**config.mk**
```make
export PLATFORM = sky130hd
export DESIGN_NAME = ptt_top
export DESIGN_NICKNAME = d
export VERILOG_FILES = /design/src/ptt_pkg.sv /design/src/ptt_io_if.sv /design/src/ptt_top.sv /design/src/ptt_io_decode.sv
export VERILOG_INCLUDE_DIRS = /design/src
export SDC_FILE = /design/constraint.sdc
export NUM_CORES = 1
export LEC_CHECK = 0
export BUFFER_PORTS_ARGS = -buffer_cell sky130_fd_sc_hd__buf_2
export CORE_MARGIN = 2
export CORE_UTILIZATION = 35
export CTS_CLUSTER_DIAMETER = 120
export DETAILED_ROUTE_END_ITERATION = 6
export GPL_ROUTABILITY_DRIVEN = 0
export HOLD_SLACK_MARGIN = 0.15
export PLACE_DENSITY_LB_ADDON = 0.08
export RECOVER_POWER = 25
export SETUP_SLACK_MARGIN = 0.02
export SYNTH_ARGS = -nofsm -noshare
export SYNTH_HDL_FRONTEND = slang
export SYNTH_HIERARCHICAL = 1
export SYNTH_SLANG_ARGS = --single-unit
export TNS_END_PERCENT = 20
```
**constraint.sdc**
```tcl
create_clock -name clk_i -period 5.6 [get_ports clk_i]
set_input_delay 0.56 -clock clk_i [delete_from_list [all_inputs] [get_ports clk_i]]
set_output_delay 0.56 -clock clk_i [all_outputs]
set_load 0.01 [all_outputs]
```
**src/ptt_defines.svh**
```systemverilog
`ifndef PTT_DEFINES_SVH
`define PTT_DEFINES_SVH
// Contract
// Thermal alarm with enable set and SCI routing clear raises the management interrupt.
// Thermal alarm with enable and SCI routing both set raises SCI instead.
// Throttling starts only after a two second grace period following the report.
// Handler software disables clock control within the grace period on base revision.
// Base revision treats the 87% duty encodings as reserved; software avoids them.
// Fixed revisions hold stop clock high at least 32 us, 26.7 us mobile.
// Enabled device traps still forward the trapped cycle to expansion and IDE buses.
// Handler saves IDE timing and selects safe PIO on IDE power down.
// Handler disables expansion decode and enables trap on non-IDE power down.
// Device 9 timer enables reload on 62h/66h accesses regardless of monitor enable.
// Device 9 trap enable traps 62h/66h regardless of monitor, base and mask.
`define PTT_CLK_MHZ 125
`define PTT_GRACE_MS 2000
`define PTT_GRACE_CYC (`PTT_GRACE_MS * 1000 * `PTT_CLK_MHZ)
`define PTT_HIGH_NS 32000
`define PTT_HIGH_MOB_NS 26700
`define PTT_HIGH_CYC ((`PTT_HIGH_NS * `PTT_CLK_MHZ + 999) / 1000)
`define PTT_HIGH_MOB_CYC ((`PTT_HIGH_MOB_NS * `PTT_CLK_MHZ + 999) / 1000)
`define PTT_DUTY_RSVD 3'h7
`define PTT_DUTY_FULL 3'h0
`define PTT_LEGACY_A 16'h0062
`define PTT_LEGACY_B 16'h0066
`define PTT_DEV9 4'h9
`define PTT_NDEV 14
`define PTT_PERIOD_CYC 16'h0100
`define PTT_A_CTRL 4'h0
`define PTT_A_DUTY 4'h1
`define PTT_A_TRAP 4'h2
`define PTT_A_DECODE 4'h3
`define PTT_A_D9 4'h4
`define PTT_A_D9BASE 4'h5
`define PTT_A_D9MASK 4'h6
`define PTT_A_STAT 4'h7
`endif

```
**src/ptt_pkg.sv**
```systemverilog
package ptt_pkg;
   typedef enum logic [1:0] {st_idle, st_grace, st_throttle} ptt_state_t;
endpackage

```
**src/ptt_io_if.sv**
```systemverilog
`timescale 1ns/10ps
interface ptt_io_if;
   logic io_valid;
   logic [15:0] io_addr;
   logic [13:0] dev_hit;
   logic d9_legacy;
   modport dec (input io_valid, input io_addr, output dev_hit, output d9_legacy);
   modport use_side (output io_valid, output io_addr, input dev_hit, input d9_legacy);
endinterface

```
**src/ptt_top.sv**
```systemverilog
// Added by the designer: the address-and-strobe port and the address map.
`timescale 1ns/10ps
`include "ptt_defines.svh"
module ptt_top #(
   parameter int GRACE_CYC = `PTT_GRACE_CYC,
   parameter bit MOBILE = 1'b0,
   parameter bit FIXED_REV = 1'b1
) (
   input wire logic clk_i,
   input wire logic rst_n_i,
   input wire logic [3:0] reg_addr_i,
   input wire logic [31:0] reg_wdata_i,
   input wire logic reg_wr_i,
   input wire logic reg_rd_i,
   output logic [31:0] reg_rdata_o,
   input wire logic thermal_alarm_n_i,
   input wire logic io_valid_i,
   input wire logic [15:0] io_addr_i,
   output logic cpu_stop_clock_n_o,
   output logic system_mgmt_interrupt_n_o,
   output logic sci_o,
   output logic io_forward_o,
   output logic [2:0] d9_reload_o
);
   localparam int HIGH_CYC = MOBILE ? `PTT_HIGH_MOB_CYC : `PTT_HIGH_CYC;
   ////////////////////////////////////////////////////////////////////////////
   // Registers.
   logic [3:0] ctrl_ff, nxt_ctrl;        // 0 therm en, 1 sci sel, 2 smi pend, 3 sci pend
   logic [5:0] duty_ff, nxt_duty;        // [2:0] thermal duty, [5:3] throttle duty
   logic [13:0] trap_en_ff, nxt_trap_en;
   logic [13:0] dec_en_ff, nxt_dec_en;
   logic [4:0] d9_ff, nxt_d9;            // idle, burst, global, monitor, trap
   logic [15:0] d9_base_ff, nxt_d9_base, d9_mask_ff, nxt_d9_mask;
   logic [13:0] trap_stat_ff, nxt_trap_stat;
   logic [31:0] rdata_ff, nxt_rdata;
   logic alarm_q_ff;
   logic alarm_edge;
   logic [2:0] duty_in;
   logic [2:0] thr_in;
   logic [13:0] trap_hit;
   ptt_io_if io ();
   assign io.io_valid = io_valid_i;
   assign io.io_addr = io_addr_i;
   logic [16*`PTT_NDEV-1:0] base_v, mask_v;
   always_comb begin
      base_v = '0;
      mask_v = {16*`PTT_NDEV{1'b1}};
      base_v[16*9 +: 16] = d9_base_ff;
      mask_v[16*9 +: 16] = d9_mask_ff;
   end
   ptt_io_decode #(.NDEV(`PTT_NDEV)) u_dec (.bus(io.dec), .base_i(base_v), .mask_i(mask_v));
   assign alarm_edge = alarm_q_ff && !thermal_alarm_n_i;
   // Base revision refuses the reserved 87% encoding and keeps the old value.
   assign duty_in = reg_wdata_i[2:0];
   assign thr_in = reg_wdata_i[5:3];
   always_comb begin
      trap_hit = trap_en_ff & io.dev_hit;
      // Device 9 trap ignores monitor enable, base and mask on legacy ports.
      trap_hit[9] = trap_hit[9] || (d9_ff[4] && io.d9_legacy);
   end
   always_comb begin
      nxt_ctrl = ctrl_ff;
      nxt_duty = duty_ff;
      nxt_trap_en = trap_en_ff;
      nxt_dec_en = dec_en_ff;
      nxt_d9 = d9_ff;
      nxt_d9_base = d9_base_ff;
      nxt_d9_mask = d9_mask_ff;
      nxt_trap_stat = trap_stat_ff;
      nxt_rdata = 32'h00000000;
      if (reg_wr_i) begin
         case (reg_addr_i)
            `PTT_A_CTRL: nxt_ctrl = {ctrl_ff[3:2] & ~reg_wdata_i[3:2], reg_wdata_i[1:0]};
            `PTT_A_DUTY: begin
               if (FIXED_REV || duty_in != `PTT_DUTY_RSVD) nxt_duty[2:0] = duty_in;
               if (FIXED_REV || thr_in != `PTT_DUTY_RSVD) nxt_duty[5:3] = thr_in;
            end
            `PTT_A_TRAP: nxt_trap_en = reg_wdata_i[13:0];
            `PTT_A_DECODE: nxt_dec_en = reg_wdata_i[13:0];
            `PTT_A_D9: nxt_d9 = reg_wdata_i[4:0];
            `PTT_A_D9BASE: nxt_d9_base = reg_wdata_i[15:0];
            `PTT_A_D9MASK: nxt_d9_mask = reg_wdata_i[15:0];
            `PTT_A_STAT: nxt_trap_stat = trap_stat_ff & ~reg_wdata_i[13:0];
            default: ;
         endcase
      end
      // Hardware sets win over software clears.
      if (alarm_edge && ctrl_ff[0] && !ctrl_ff[1]) nxt_ctrl[2] = 1'b1;
      if (alarm_edge && ctrl_ff[0] && ctrl_ff[1]) nxt_ctrl[3] = 1'b1;
      nxt_trap_stat = nxt_trap_stat | trap_hit;
      if (reg_rd_i) begin
         case (reg_addr_i)
            `PTT_A_CTRL: nxt_rdata = {28'h0000000, ctrl_ff};
            `PTT_A_DUTY: nxt_rdata = {26'h0000000, duty_ff};
            `PTT_A_TRAP: nxt_rdata = {18'h00000, trap_en_ff};
            `PTT_A_DECODE: nxt_rdata = {18'h00000, dec_en_ff};
            `PTT_A_D9: nxt_rdata = {27'h0000000, d9_ff};
            `PTT_A_D9BASE: nxt_rdata = {16'h0000, d9_base_ff};
            `PTT_A_D9MASK: nxt_rdata = {16'h0000, d9_mask_ff};
            `PTT_A_STAT: nxt_rdata = {18'h00000, trap_stat_ff};
            default: nxt_rdata = 32'h00000000;
         endcase
      end
   end
   always_ff @(posedge clk_i or negedge rst_n_i) begin
      if (!rst_n_i) begin
         ctrl_ff <= 4'h0;
         duty_ff <= 6'h00;
         trap_en_ff <= 14'h0000;
         dec_en_ff <= 14'h0000;
         d9_ff <= 5'h00;
         d9_base_ff <= 16'h0000;
         d9_mask_ff <= 16'h0000;
         trap_stat_ff <= 14'h0000;
         rdata_ff <= 32'h00000000;
         alarm_q_ff <= 1'b1;
      end else begin
         ctrl_ff <= nxt_ctrl;
         duty_ff <= nxt_duty;
         trap_en_ff <= nxt_trap_en;
         dec_en_ff <= nxt_dec_en;
         d9_ff <= nxt_d9;
         d9_base_ff <= nxt_d9_base;
         d9_mask_ff <= nxt_d9_mask;
         trap_stat_ff <= nxt_trap_stat;
         rdata_ff <= nxt_rdata;
         alarm_q_ff <= thermal_alarm_n_i;
      end
   end
   assign reg_rdata_o = rdata_ff;
   ////////////////////////////////////////////////////////////////////////////
   // Interrupt pins, forwarding and device 9 reloads.
   logic smi_n_ff, sci_ff, fwd_ff;
   logic [2:0] rld_ff;
   always_ff @(posedge clk_i or negedge rst_n_i) begin
      if (!rst_n_i) begin
         smi_n_ff <= 1'b1;
         sci_ff <= 1'b0;
         fwd_ff <= 1'b0;
         rld_ff <= 3'h0;
      end else begin
         smi_n_ff <= !(nxt_ctrl[2] || (nxt_trap_stat != 14'h0000));
         sci_ff <= nxt_ctrl[3];
         // Trapped cycles are still passed on, so a powered-down device sees them.
         fwd_ff <= io_valid_i && ((|(io.dev_hit & dec_en_ff)) || (|trap_hit));
         rld_ff <= io.d9_legacy ? d9_ff[2:0] : 3'h0;
      end
   end
   assign system_mgmt_interrupt_n_o = smi_n_ff;
   assign sci_o = sci_ff;
   assign io_forward_o = fwd_ff;
   assign d9_reload_o = rld_ff;
   ////////////////////////////////////////////////////////////////////////////
   // Grace timer and stop-clock throttling.
   ptt_pkg::ptt_state_t st_ff, nxt_st;
   logic [31:0] cnt_ff, nxt_cnt;
   logic [15:0] ph_ff, nxt_ph;
   logic [15:0] hi_ff, nxt_hi;
   logic stp_n_ff, nxt_stp_n;
   logic [15:0] low_len;
   // Duty code n asserts stop clock for n eighths of the period.
   assign low_len = {5'h00, duty_ff[2:0], 8'h00} >> 3;
   always_comb begin
      nxt_st = st_ff;
      nxt_cnt = cnt_ff;
      nxt_ph = ph_ff;
      nxt_hi = (hi_ff != 16'h0000) ? hi_ff - 16'h0001 : hi_ff;
      nxt_stp_n = stp_n_ff;
      case (st_ff)
         ptt_pkg::st_idle: begin
            nxt_stp_n = 1'b1;
            if (alarm_edge && ctrl_ff[0]) begin
               nxt_st = ptt_pkg::st_grace;
               nxt_cnt = 32'h00000000;
            end
         end
         ptt_pkg::st_grace: begin
            nxt_cnt = cnt_ff + 32'h00000001;
            if (thermal_alarm_n_i) nxt_st = ptt_pkg::st_idle;
            else if (cnt_ff >= 32'(GRACE_CYC - 1)) nxt_st = ptt_pkg::st_throttle;
         end
         ptt_pkg::st_throttle: begin
            nxt_ph = (ph_ff == `PTT_PERIOD_CYC - 16'h0001) ? 16'h0000 : ph_ff + 16'h0001;
            if (!stp_n_ff) begin
               if (ph_ff >= low_len) begin
                  nxt_stp_n = 1'b1;
                  if (FIXED_REV) nxt_hi = 16'(HIGH_CYC - 1);
               end
            end else if (hi_ff == 16'h0000 && ph_ff < low_len) begin
               nxt_stp_n = 1'b0;
            end
            // Leaving throttling lets stop clock go high at once, so idle never shows it low.
            if (thermal_alarm_n_i) begin
               nxt_st = ptt_pkg::st_idle;
               nxt_ph = 16'h0000;
               nxt_stp_n = 1'b1;
               if (FIXED_REV && !stp_n_ff) nxt_hi = 16'(HIGH_CYC - 1);
            end
         end
         default: nxt_st = ptt_pkg::st_idle;
      endcase
   end
   always_ff @(posedge clk_i or negedge rst_n_i) begin
      if (!rst_n_i) begin
         st_ff <= ptt_pkg::st_idle;
         cnt_ff <= 32'h00000000;
         ph_ff <= 16'h0000;
         hi_ff <= 16'h0000;
         stp_n_ff <= 1'b1;
      end else begin
         st_ff <= nxt_st;
         cnt_ff <= nxt_cnt;
         ph_ff <= nxt_ph;
         hi_ff <= nxt_hi;
         stp_n_ff <= nxt_stp_n;
      end
   end
   assign cpu_stop_clock_n_o = stp_n_ff;
endmodule

```
**src/ptt_io_decode.sv**
```systemverilog
`timescale 1ns/10ps
`include "ptt_defines.svh"
module ptt_io_decode #(
   parameter int NDEV = `PTT_NDEV
) (
   ptt_io_if.dec bus,
   input wire logic [16*NDEV-1:0] base_i,
   input wire logic [16*NDEV-1:0] mask_i
);
   // Address match with per-device don't-care mask.
   function automatic logic hit(input logic [15:0] a, input logic [15:0] b,
         input logic [15:0] m);
      hit = ((a ^ b) & ~m) == 16'h0000;
   endfunction
   genvar g;
   generate
      for (g = 0; g < NDEV; g++) begin : g_dev
         assign bus.dev_hit[g] = bus.io_valid &&
            hit(bus.io_addr, base_i[16*g +: 16], mask_i[16*g +: 16]);
      end
   endgenerate
   // Legacy 62h/66h decode is hard-wired and bypasses base and mask.
   assign bus.d9_legacy = bus.io_valid &&
      (hit(bus.io_addr, `PTT_LEGACY_A, 16'h0000) || hit(bus.io_addr, `PTT_LEGACY_B, 16'h0000));
endmodule

```
* Word level (Yosys, flattened, before mapping)
Cells that the tools add are included. W data, S select, Z words.
Storage, ports and cells: bits in registers 195, output and inout port bits 39, word-level logic and storage cells 117
Cells by class: add/subtract/negate cells 3, magnitude comparators 3, equal/unequal tests 13, muxes and demuxes 29, bitwise operators 12, reductions and logical operators 37
Operators by type and width (number):
- $mux W16 | 9
- $pmux W16 S8 | 1
- $logic_not A16 Y1 | 4
- $pmux W32 S2 | 1
- $and A14 B14 Y14 | 3
- $add A32 B1 Y32 const B | 1
- $ge A32 B28 Y1 const B | 1
- $mux W32 | 1
- $mux W14 | 2
- $reduce_or A14 Y1 | 2
- $add A16 B1 Y16 const B | 1
- $and A16 B16 Y16 | 1
- $eq A16 B8 Y1 const B | 1
- $eq A4 B3 Y1 const B | 4
- $ge A16 B8 Y1 | 1
- $lt A16 B8 Y1 | 1
- $not A16 Y16 | 1
- $reduce_and A2 Y1 | 8
- $reduce_bool A16 Y1 | 1
- $sub A16 B1 Y16 const B | 1
- $xor A16 B16 Y16 | 1
- $not A14 Y14 | 1
- $or A14 B14 Y14 | 1
- $reduce_bool A14 Y1 | 1
- other kinds (23) | 48

* Logic depth before layout (Yosys ltp)
Gate-level depths: netlist of run 1.
depth in word-level cells 10, mapped depth 11, gate-level depth less buffers 9

* Hierarchy
The synthesis of run 1 kept the hierarchy.
Modules (own cells, without submodules):
- ptt_top | instances 1, cells an instance 798, area each 8594.5 sq um, seq. area each 4458.0 sq um
- ptt_io_decode | instances 1, cells an instance 436, area each 3402.0 sq um, seq. area each 0.0 sq um

* Worst setup path before layout of run 1
Ideal clock, no wire load.
path kind input-to-reg, from in io_addr_i[13], to reg smi_n_ff, in the netlist system_mgmt_interrupt_n_o, data arrival time 2.148 ns, slack 3.373 ns, stages on the path 10, buffers on the path 2, cells stage by stage buf_2 buf_6 xnor2_1 o22ai_1 or3_1 nor4_2 a22oi_1 nand4_1 a2111oi_0 and4b_1
On the way: word-level cells in the longest chain between the ends 10
Ends and longest elaborated chain:
- start: declaration | RTL line ptt_top.sv:18 | input wire logic [15:0] io_addr_i,
- $xor A16 B16 Y16 | RTL line ptt_io_decode.sv:13 | hit = ((a ^ b) & ~m) == 16'h0000;
- $and A16 B16 Y16 | RTL line ptt_io_decode.sv:13
- $logic_not A16 Y1 | RTL line ptt_io_decode.sv:13
- $logic_and A1 B1 Y1 | RTL line ptt_io_decode.sv:18 | assign bus.dev_hit[g] = bus.io_valid &&
- net io.dev_hit[9] | RTL line ptt_io_if.sv:5 | logic [13:0] dev_hit;
- $and A14 B14 Y14 | RTL line ptt_top.sv:57 | trap_hit = trap_en_ff & io.dev_hit;
- $logic_or A1 B1 Y1 | RTL line ptt_top.sv:59 | trap_hit[9] = trap_hit[9] || (d9_ff[4] && io.d9_legacy);
- $or A14 B14 Y14 | RTL line ptt_top.sv:90 | nxt_trap_stat = nxt_trap_stat | trap_hit;
- $reduce_bool A14 Y1 | RTL line ptt_top.sv:142 | smi_n_ff <= !(nxt_ctrl[2] || (nxt_trap_stat != 14'h0000));
- $logic_or A1 B1 Y1 | RTL line ptt_top.sv:142
- $logic_not A1 Y1 | RTL line ptt_top.sv:142
- end signal: assignment | RTL line ptt_top.sv:142
- end: declaration | RTL line ptt_top.sv:133 | logic smi_n_ff, sci_ff, fwd_ff;
The timed path passes the listed nets, and every way through them passes these cells. A chain may end at the register's enable or synchronous reset.

* Final worst setup path of run 1
from in thermal_alarm_n_i, to reg cnt_ff[27]
On the way: word-level cells in the longest chain between the ends 5
Ends and longest elaborated chain:
- start: declaration | RTL line ptt_top.sv:16 | input wire logic thermal_alarm_n_i,
- $logic_not A1 Y1 | RTL line ptt_top.sv:52 | assign alarm_edge = alarm_q_ff && !thermal_alarm_n_i;
- $logic_and A1 B1 Y1 | RTL line ptt_top.sv:52
- $logic_and A1 B1 Y1 | RTL line ptt_top.sv:172 | if (alarm_edge && ctrl_ff[0]) begin
- $ne A2 B2 Y1 (no source line)
- $reduce_and A2 Y1 (no source line)
- end signal: assignment | RTL line ptt_top.sv:212 | cnt_ff <= nxt_cnt;
- end: declaration | RTL line ptt_top.sv:156 | logic [31:0] cnt_ff, nxt_cnt;
Every way passes these cells.

==> results of run 1 <==
-- cell usage after synthesis, drive strengths merged, types with 3 or more instances --
cell type | number | area [sq um]
xor2 | 16 | 140
and4 | 10 | 87.6
or3 | 24 | 150
or2 | 3 | 18.8
nor2 | 78 | 298
clkbuf | 17 | 63.8
mux4 | 3 | 67.6
mux2i | 4 | 40.0
or4 | 20 | 154
o31ai | 6 | 45.0
nor2b | 4 | 25.0
nand2 | 82 | 310
nand3 | 33 | 165
dfrtp | 175 | 4380
nand4 | 17 | 113
ha | 8 | 100
a22oi | 22 | 165
a21oi | 31 | 155
nor3b | 6 | 50.1
a222oi | 9 | 90.1
nor4 | 21 | 188
nand4b | 4 | 35.0
buf | 63 | 453
nor3 | 18 | 106
nand2b | 8 | 50.1
dfstp | 3 | 78.8
a221oi | 4 | 35.0
o211ai | 4 | 30.0
a31oi | 14 | 87.6
a22o | 7 | 61.3
and2 | 6 | 37.5
nor4b | 5 | 43.8
mux2 | 75 | 845
xnor2 | 234 | 2090
o22ai | 98 | 613
o21ai | 58 | 294
inv | 15 | 56.3
and3 | 6 | 37.5
-- through the flow --
stage                     total power (W)  instances  setup WS [ns]  instance area (sq um)  hold slack (ns)
final                             0.00400       2137           2.50                  14700            0.128
after global routing              0.00424       2136           2.16                  14700            0.178
after CTS                         0.00402       2136           2.77                  14700            0.167
after detailed placement          0.00271       2104           2.34                  14000            0.473
after global placement            0.00269       2104           2.33                  14000            0.466
after floorplan                   0.00246       1664           3.37                  13600            0.264
-- worst max-delay path by stage --
| stage | from | to | slack [ns] | cells after the start |
|---|---|---|---|---|
| 4_1_cts | reg_addr_i[0] | d9_base_ff[13] | 2.77 | 5 |
| 6_report | thermal_alarm_n_i | cnt_ff[27] | 2.50 | 6 |
| 5_1_grt | rst_n_i | dec_en_ff[0] | 2.16 | 2 |
| 2_1_floorplan | io_addr_i[13] | system_mgmt_interrupt_n_o | 3.37 | 10 |
| 3_5_place_dp | reg_addr_i[0] | d9_base_ff[13] | 2.34 | 5 |
| 3_3_place_gp | reg_addr_i[0] | d9_base_ff[0] | 2.33 | 5 |
-- power groups by stage --
stage / combinational [W] / sequential (W) / clock, W
floorplan: 0.000758 / 0.00171 / 0
global placement: 0.000916 / 0.00177 / 0
detailed placement: 0.000931 / 0.00178 / 0
CTS: 0.000934 / 0.00175 / 0.00134
global route: 0.00106 / 0.00179 / 0.00139
finish: 0.000936 / 0.00176 / 0.00130
-- area by class of cell --
class / instances / area share
Multi-Input combinational cell: 1391 / 0.584
Antenna cell: 1 / 0.000171
Clock inverter: 13 / 0.0133
Timing Repair Buffer: 72 / 0.0262
Tap cell: 448 / 0.0382
Inverter: 15 / 0.00384
Sequential cell: 178 / 0.304
Clock buffer: 19 / 0.0302
-- logic make-up after synthesis --
kind of cell / after synthesis / synth area share
and+or+nand+nor: 351 / 0.162
AOI/OAI and AO/OA: 268 / 0.144
xor gates and xnor gates: 250 / 0.186
DFF: 178 / 0.372
buffers and inverters: 95 / 0.0478
muxes: 82 / 0.0794
adders and majority gates: 8 / 0.00834
other: 2 / 0.000626
-- sequential cells by signal, summed over array words and instances, names as in the netlist, 2 cells and up --
signal / count
trap_stat_ff: 14
dec_en_ff: 14
ctrl_ff: 4
d9_mask_ff: 16
duty_ff: 6
ph_ff: 16
d9_base_ff: 16
d9_ff: 5
d9_reload_o: 3
cnt_ff: 32
reg_rdata_o: 16
hi_ff: 16
trap_en_ff: 14
st_ff: 2
-- routing by layer --
| layer | global-route usage | vias to the layer above | share of wire |
|---|---|---|---|
| met5 | 0 | - | 0.0010 |
| met4 | 0.0412 | 6 | 0.015 |
| met3 | 0.0311 | 26 | 0.035 |
| met2 | 0.312 | 134 | 0.48 |
| met1 | 0.253 | 4493 | 0.47 |
| li1 | - | 4937 | - |
==> impl_metrics.tcl, run 1 <==
set metrics [dict create \
    dr.first_iter.drc_count 589 \
    via_per_inst 4.49 \
    crit_family "simple AND/OR/NAND/NOR gates" \
    final_util 0.436 \
    syn_avg_cell_area_sq_um 9.72 \
    numCtsBuffers 17 \
    path_clk_slew_ns 0.07 \
    cts_tree "done" \
    dieWidth_um 189 \
    drc 0 \
    setup_viol 0 \
    pwr-share-comb 0.234 \
    final.fill_count 3303 \
    routedWlPerCell_um 15.2 \
    clockRootBuffer "clkbuf_16" \
    cp-start-kind "input port" \
    worst_pin_slew_ns 2.42 \
    htree_num_levels 4 \
    cts_setup_buffers 0 \
    post-dp-hpwl_um 22800 \
    worst-r2r-setup-slack_ns 2.64 \
    rows 67 \
    grt_pass1_wl_um 51500 \
    critPathMaxStageDelay_ns 0.73 \
    area_growth_pct 22.3 \
    fin_skew_ns 0.00982 \
    dieArea_sq_um 35800 \
    slew_violations 46 \
    arrival_ns 3.46 \
    violations "capacitance limit, slew limit" \
    final_nets 1741 \
    post_cts_resized 0 \
    fmax_ghz 0.322 \
    outcome "finished, violations left" \
    reg2reg_from "alarm_q_ff" \
    setup_tns_ns 0 \
    hold_violations 0 \
    syn-cell-area_sq_um 12000 \
    power.density_nw_per_um2 272 \
    die_y_um 189 \
    clock_latency_ns 0.44 \
    final_cell_mix "conb_1 (432), xnor2_1 (228), dfrtp_1 (175)" \
    track_usage 0.187 \
    vias 9596 \
    synth_edf_count 0 \
    cts.sinks 178 \
    io_buffers 64 \
    clockPowerShare 0.326 \
    rsz0062_at_grt "no" \
    antenna_found_initial 5 \
    final_common_cell "conb_1" \
    path_cells "clkbuf_1 > nand3b_1 > a211oi_2 > nand4_1 > or4_1 > a21oi_1" \
    drt-pass1-iter-count 5 \
    grt_max_degree 76 \
    hold_class "in2async" \
    cp_num_buf_inv 1 \
    ys_warn_count 6 \
    p_leak_nw 6.39 \
    pwr-share-seq 0.439 \
    required_ns 5.96 \
    multiInputGateArea_sq_um 8570 \
    drive_gt1_frac 0.127 \
    finalCritPeriodShare 0.554 \
    clockBufferDepth 2 \
    initial_core_util 0.357 \
    switchingPower_w 0.00126 \
    p_int_w 0.00274 \
    slew_headroom -0.612 \
    fin_crit_ns 3.10 \
    max_cap_viol_count 1 \
    netlist_instances 1234 \
    slowest_stage "a211oi_2" \
    async_flop_share 1.00 \
    ys_ff_latch 178 \
    io_pins 97 \
    grt_pass1_vias 9073 \
    setup.worst_path.class "in2reg" \
    crit_fanout 14 \
    coreArea_sq_um 33600 \
    p_sw_frac 0.314 \
    ant_nets 0 \
    yosys_most_used_dff "dfrtp_1" \
    regArea_sq_um 4460 \
    worstRegToRegCells 5 \
    r2r-end "cnt_ff[27]" \
    synth.distinct_cells 74 \
    ctsHoldBuffers 0 \
    routed_wl_um 32500 \
    vdd_drop_max_uv 245 \
    endpoint_kind "flip-flop" \
    ys_seq_area_frac 0.372 \
    gr-total-overflow 0 \
]
Power figures use the tool's default switching activity.
==> run 2: changes to the inputs <==
--- a/config.mk
+++ b/config.mk
@@ -6,6 +6,7 @@
 export SDC_FILE = /design/constraint.sdc
 export NUM_CORES = 1
 export LEC_CHECK = 0
+export ABC_AREA = 1
 export BUFFER_PORTS_ARGS = -buffer_cell sky130_fd_sc_hd__buf_2
 export CORE_MARGIN = 2
 export CORE_UTILIZATION = 35
==> constraint.sdc (replaced) <==
create_clock -name clk_i -period 2.8 [get_ports clk_i]
set_input_delay 0.28 -clock clk_i [delete_from_list [all_inputs] [get_ports clk_i]]
set_output_delay 0.28 -clock clk_i [all_outputs]
set_load 0.01 [all_outputs]
==> run 2 against run 1 <==
Area after synthesis rose by 18%. Largest cell class unchanged. Via count rose by 52%. Critical endpoint is now cnt_ff[18]. Sequential power rose by 96%. Clock skew rose by 0.0017 ns. Global-route usage rose by 2.0 points. The run still ends with capacitance limit, slew limit left.
==> impl_metrics.tcl, run 2 <==
set metrics [dict create \
    outcome "finished, violations left" \
    violations "capacitance limit, slew limit" \
    endpoint "cnt_ff[18]" \
    ant_nets 0 \
    numCtsBuffers 17 \
    async_flop_share 1.00 \
    final.fill_count 4273 \
    drt-pass1-iter-count 5 \
    power.density_nw_per_um2 443 \
    synth.most_common_cell "nand2_1" \
    synth.distinct_cells 50 \
    slew_headroom -0.102 \
    dieArea_sq_um 42100 \
    dr.first_iter.drc_count 808 \
    clock_latency_ns 0.44 \
    syn_avg_cell_area_sq_um 6.08 \
    routedWlPerCell_um 11.7 \
    antenna_found_initial 2 \
    area_growth_pct 26.3 \
    ys_warn_count 6 \
    coreArea_sq_um 39800 \
    fin_skew_ns 0.0115 \
    ys_ff_latch 178 \
    fmax_ghz 0.436 \
    cts_tree "done" \
    grt_pass1_vias 13500 \
    path_clk_slew_ns 0.07 \
    p_leak_nw 10.5 \
    clockBufferDepth 2 \
    final_cell_mix "nand2_1 (811), conb_1 (640), inv_1 (356)" \
    ys_top_cells_by_count "nand2_1 (811), inv_1 (354), nor2_1 (269)" \
    cp-start-kind "input port" \
    grt_max_degree 62 \
    yosys-top-cells-area "dfrtp_1 (31%), nand2_1 (21%), inv_1 (9.4%)" \
    vdd_drop_max_uv 376 \
    die_y_um 205 \
    routed_wl_um 41500 \
    fin_ws_ns 0.505 \
    place_ws_ns 0.660 \
    arrival_ns 2.66 \
    cp-startpoint "thermal_alarm_n_i" \
    cts.sinks 178 \
    largest_reg_flops 32 \
    vias 14500 \
    yosysTopAreaCell "dfrtp_1" \
    netlist_instances 2332 \
    slew_violations 61 \
    r2r-end "hi_ff[9]" \
    max_cap_viol_count 1 \
    grt_pass1_wl_um 68400 \
    setup_viol 0 \
    top_register "cnt_ff" \
    hold_violations 0 \
    gr-total-overflow 0 \
    synthDominantCellAreaShare 0.309 \
    synth_edf_count 0 \
    fin_crit_ns 2.29 \
    final_nets 3080 \
    io_pins 97 \
    hold_class "in2reg" \
    yosys_most_used_dff "dfrtp_1" \
    syn-cell-area_sq_um 14200 \
    track_usage 0.206 \
    setup.worst_path.class "in2reg" \
    worstRegToRegCells 11 \
    drc 0 \
    post-dp-hpwl_um 32300 \
    via_per_inst 4.09 \
    rows 73 \
    worst-r2r-setup-slack_ns 0.65 \
    dieWidth_um 205 \
    endpoint_kind "flip-flop" \
    initial_core_util 0.356 \
    rsz0062_at_grt "no" \
    drive_gt1_frac 0.0638 \
    finalCritPeriodShare 0.820 \
    ys_seq_area_frac 0.314 \
    setup_tns_ns 0 \
    worst_pin_slew_ns 1.65 \
    htree_num_levels 4 \
    reg2reg_from "duty_ff[2]" \
    final_common_cell "nand2_1" \
    io_buffers 64 \
    clockRootBuffer "clkbuf_16" \
    crit_fanout 12 \
    required_ns 3.17 \
]
## run 2: kinds of logic (layout without fill, tap and decap cells)
kind of cell / Yosys count / in the layout / synth area share
AOI/OAI and AO/OA: 255 / 255 / 0.101
DFF: 178 / 178 / 0.314
other: 2 / 641 / 0.000530
and+or+nand+nor: 1400 / 1400 / 0.421
adders and majority gates: 8 / 8 / 0.00706
buffers and inverters: 465 / 522 / 0.141
xor gates and xnor gates: 24 / 24 / 0.0148
## run 2: cell type report
class	count	area (sq um)	share of cell area
multi-input cells	2327	10100	0.564
repair buffers	106	658	0.0367
clock inverters	15	161	0.00901
well taps	525	657	0.0367
inverters	384	1440	0.0805
diodes	1	2.50	0.000140
flip-flops and latches	178	4460	0.249
clock buffers	17	425	0.0237
## run 2: worst max-delay path, cell delays in order
cell	delay [ns]
dlygate4sd3_1	0.54
clkbuf_1	0.19
inv_1	0.15
nand3_2	0.14
nor2_4	0.23
inv_2	0.17
nand2_2	0.28
nand2_2	0.12
nor3_4	0.22
nand2_1	0.12
nand2_1	0.08
nand2_1	0.04
nor2_1	0.08
## run 2: power breakdown
group | switching (W) | leakage (nW) | internal, W
clock | 0.00115 | 0.289 | 0.00127
sequential | 0.000430 | 2.31 | 0.00302
combinational | 0.00131 | 7.95 | 0.000744
## run 2: stage by stage
step | util | instances | hold slack, ns | area (sq um) | total power (W)
after CTS | 0.450 | 3552 | 0.151 | 17900 | 0.00792
final | 0.450 | 3553 | 0.174 | 17900 | 0.00793
after detailed placement | 0.434 | 3514 | 0.312 | 17300 | 0.00547
after global placement | 0.434 | 3514 | 0.307 | 17300 | 0.00543
after global routing | 0.450 | 3552 | 0.166 | 17900 | 0.00854
after floorplan | - | 2970 | -0.0156 | 16600 | 0.00494
## run 2: timing repair
action,in CTS,in global routing
resized for setup,0,0
hold buffers,6,0
hold endpoints to repair,62,0
setup endpoints to repair,0,0
buffers inserted,0,0
## run 2: worst min-delay path by stage
| stage | start | end | cells after the start |
|---|---|---|---|
| after detailed placement | rst_n_i | ph_ff[9] | 1 |
| after floorplan | rst_n_i | cnt_ff[0] | 0 |
| after CTS | reg_wdata_i[11] | trap_stat_ff[11] | 4 |
| final | reg_wdata_i[5] | trap_stat_ff[5] | 4 |
| after global routing | reg_wdata_i[11] | trap_stat_ff[11] | 4 |
| after global placement | rst_n_i | ph_ff[9] | 1 |
## run 2: routing by layer
metal	vias to the layer above	track usage	share of wire
met5	-	0	0.00024
met1	6331	0.267	0.47
met4	2	0.0650	0.028
met2	210	0.358	0.47
li1	7959	-	-
met3	47	0.0236	0.030
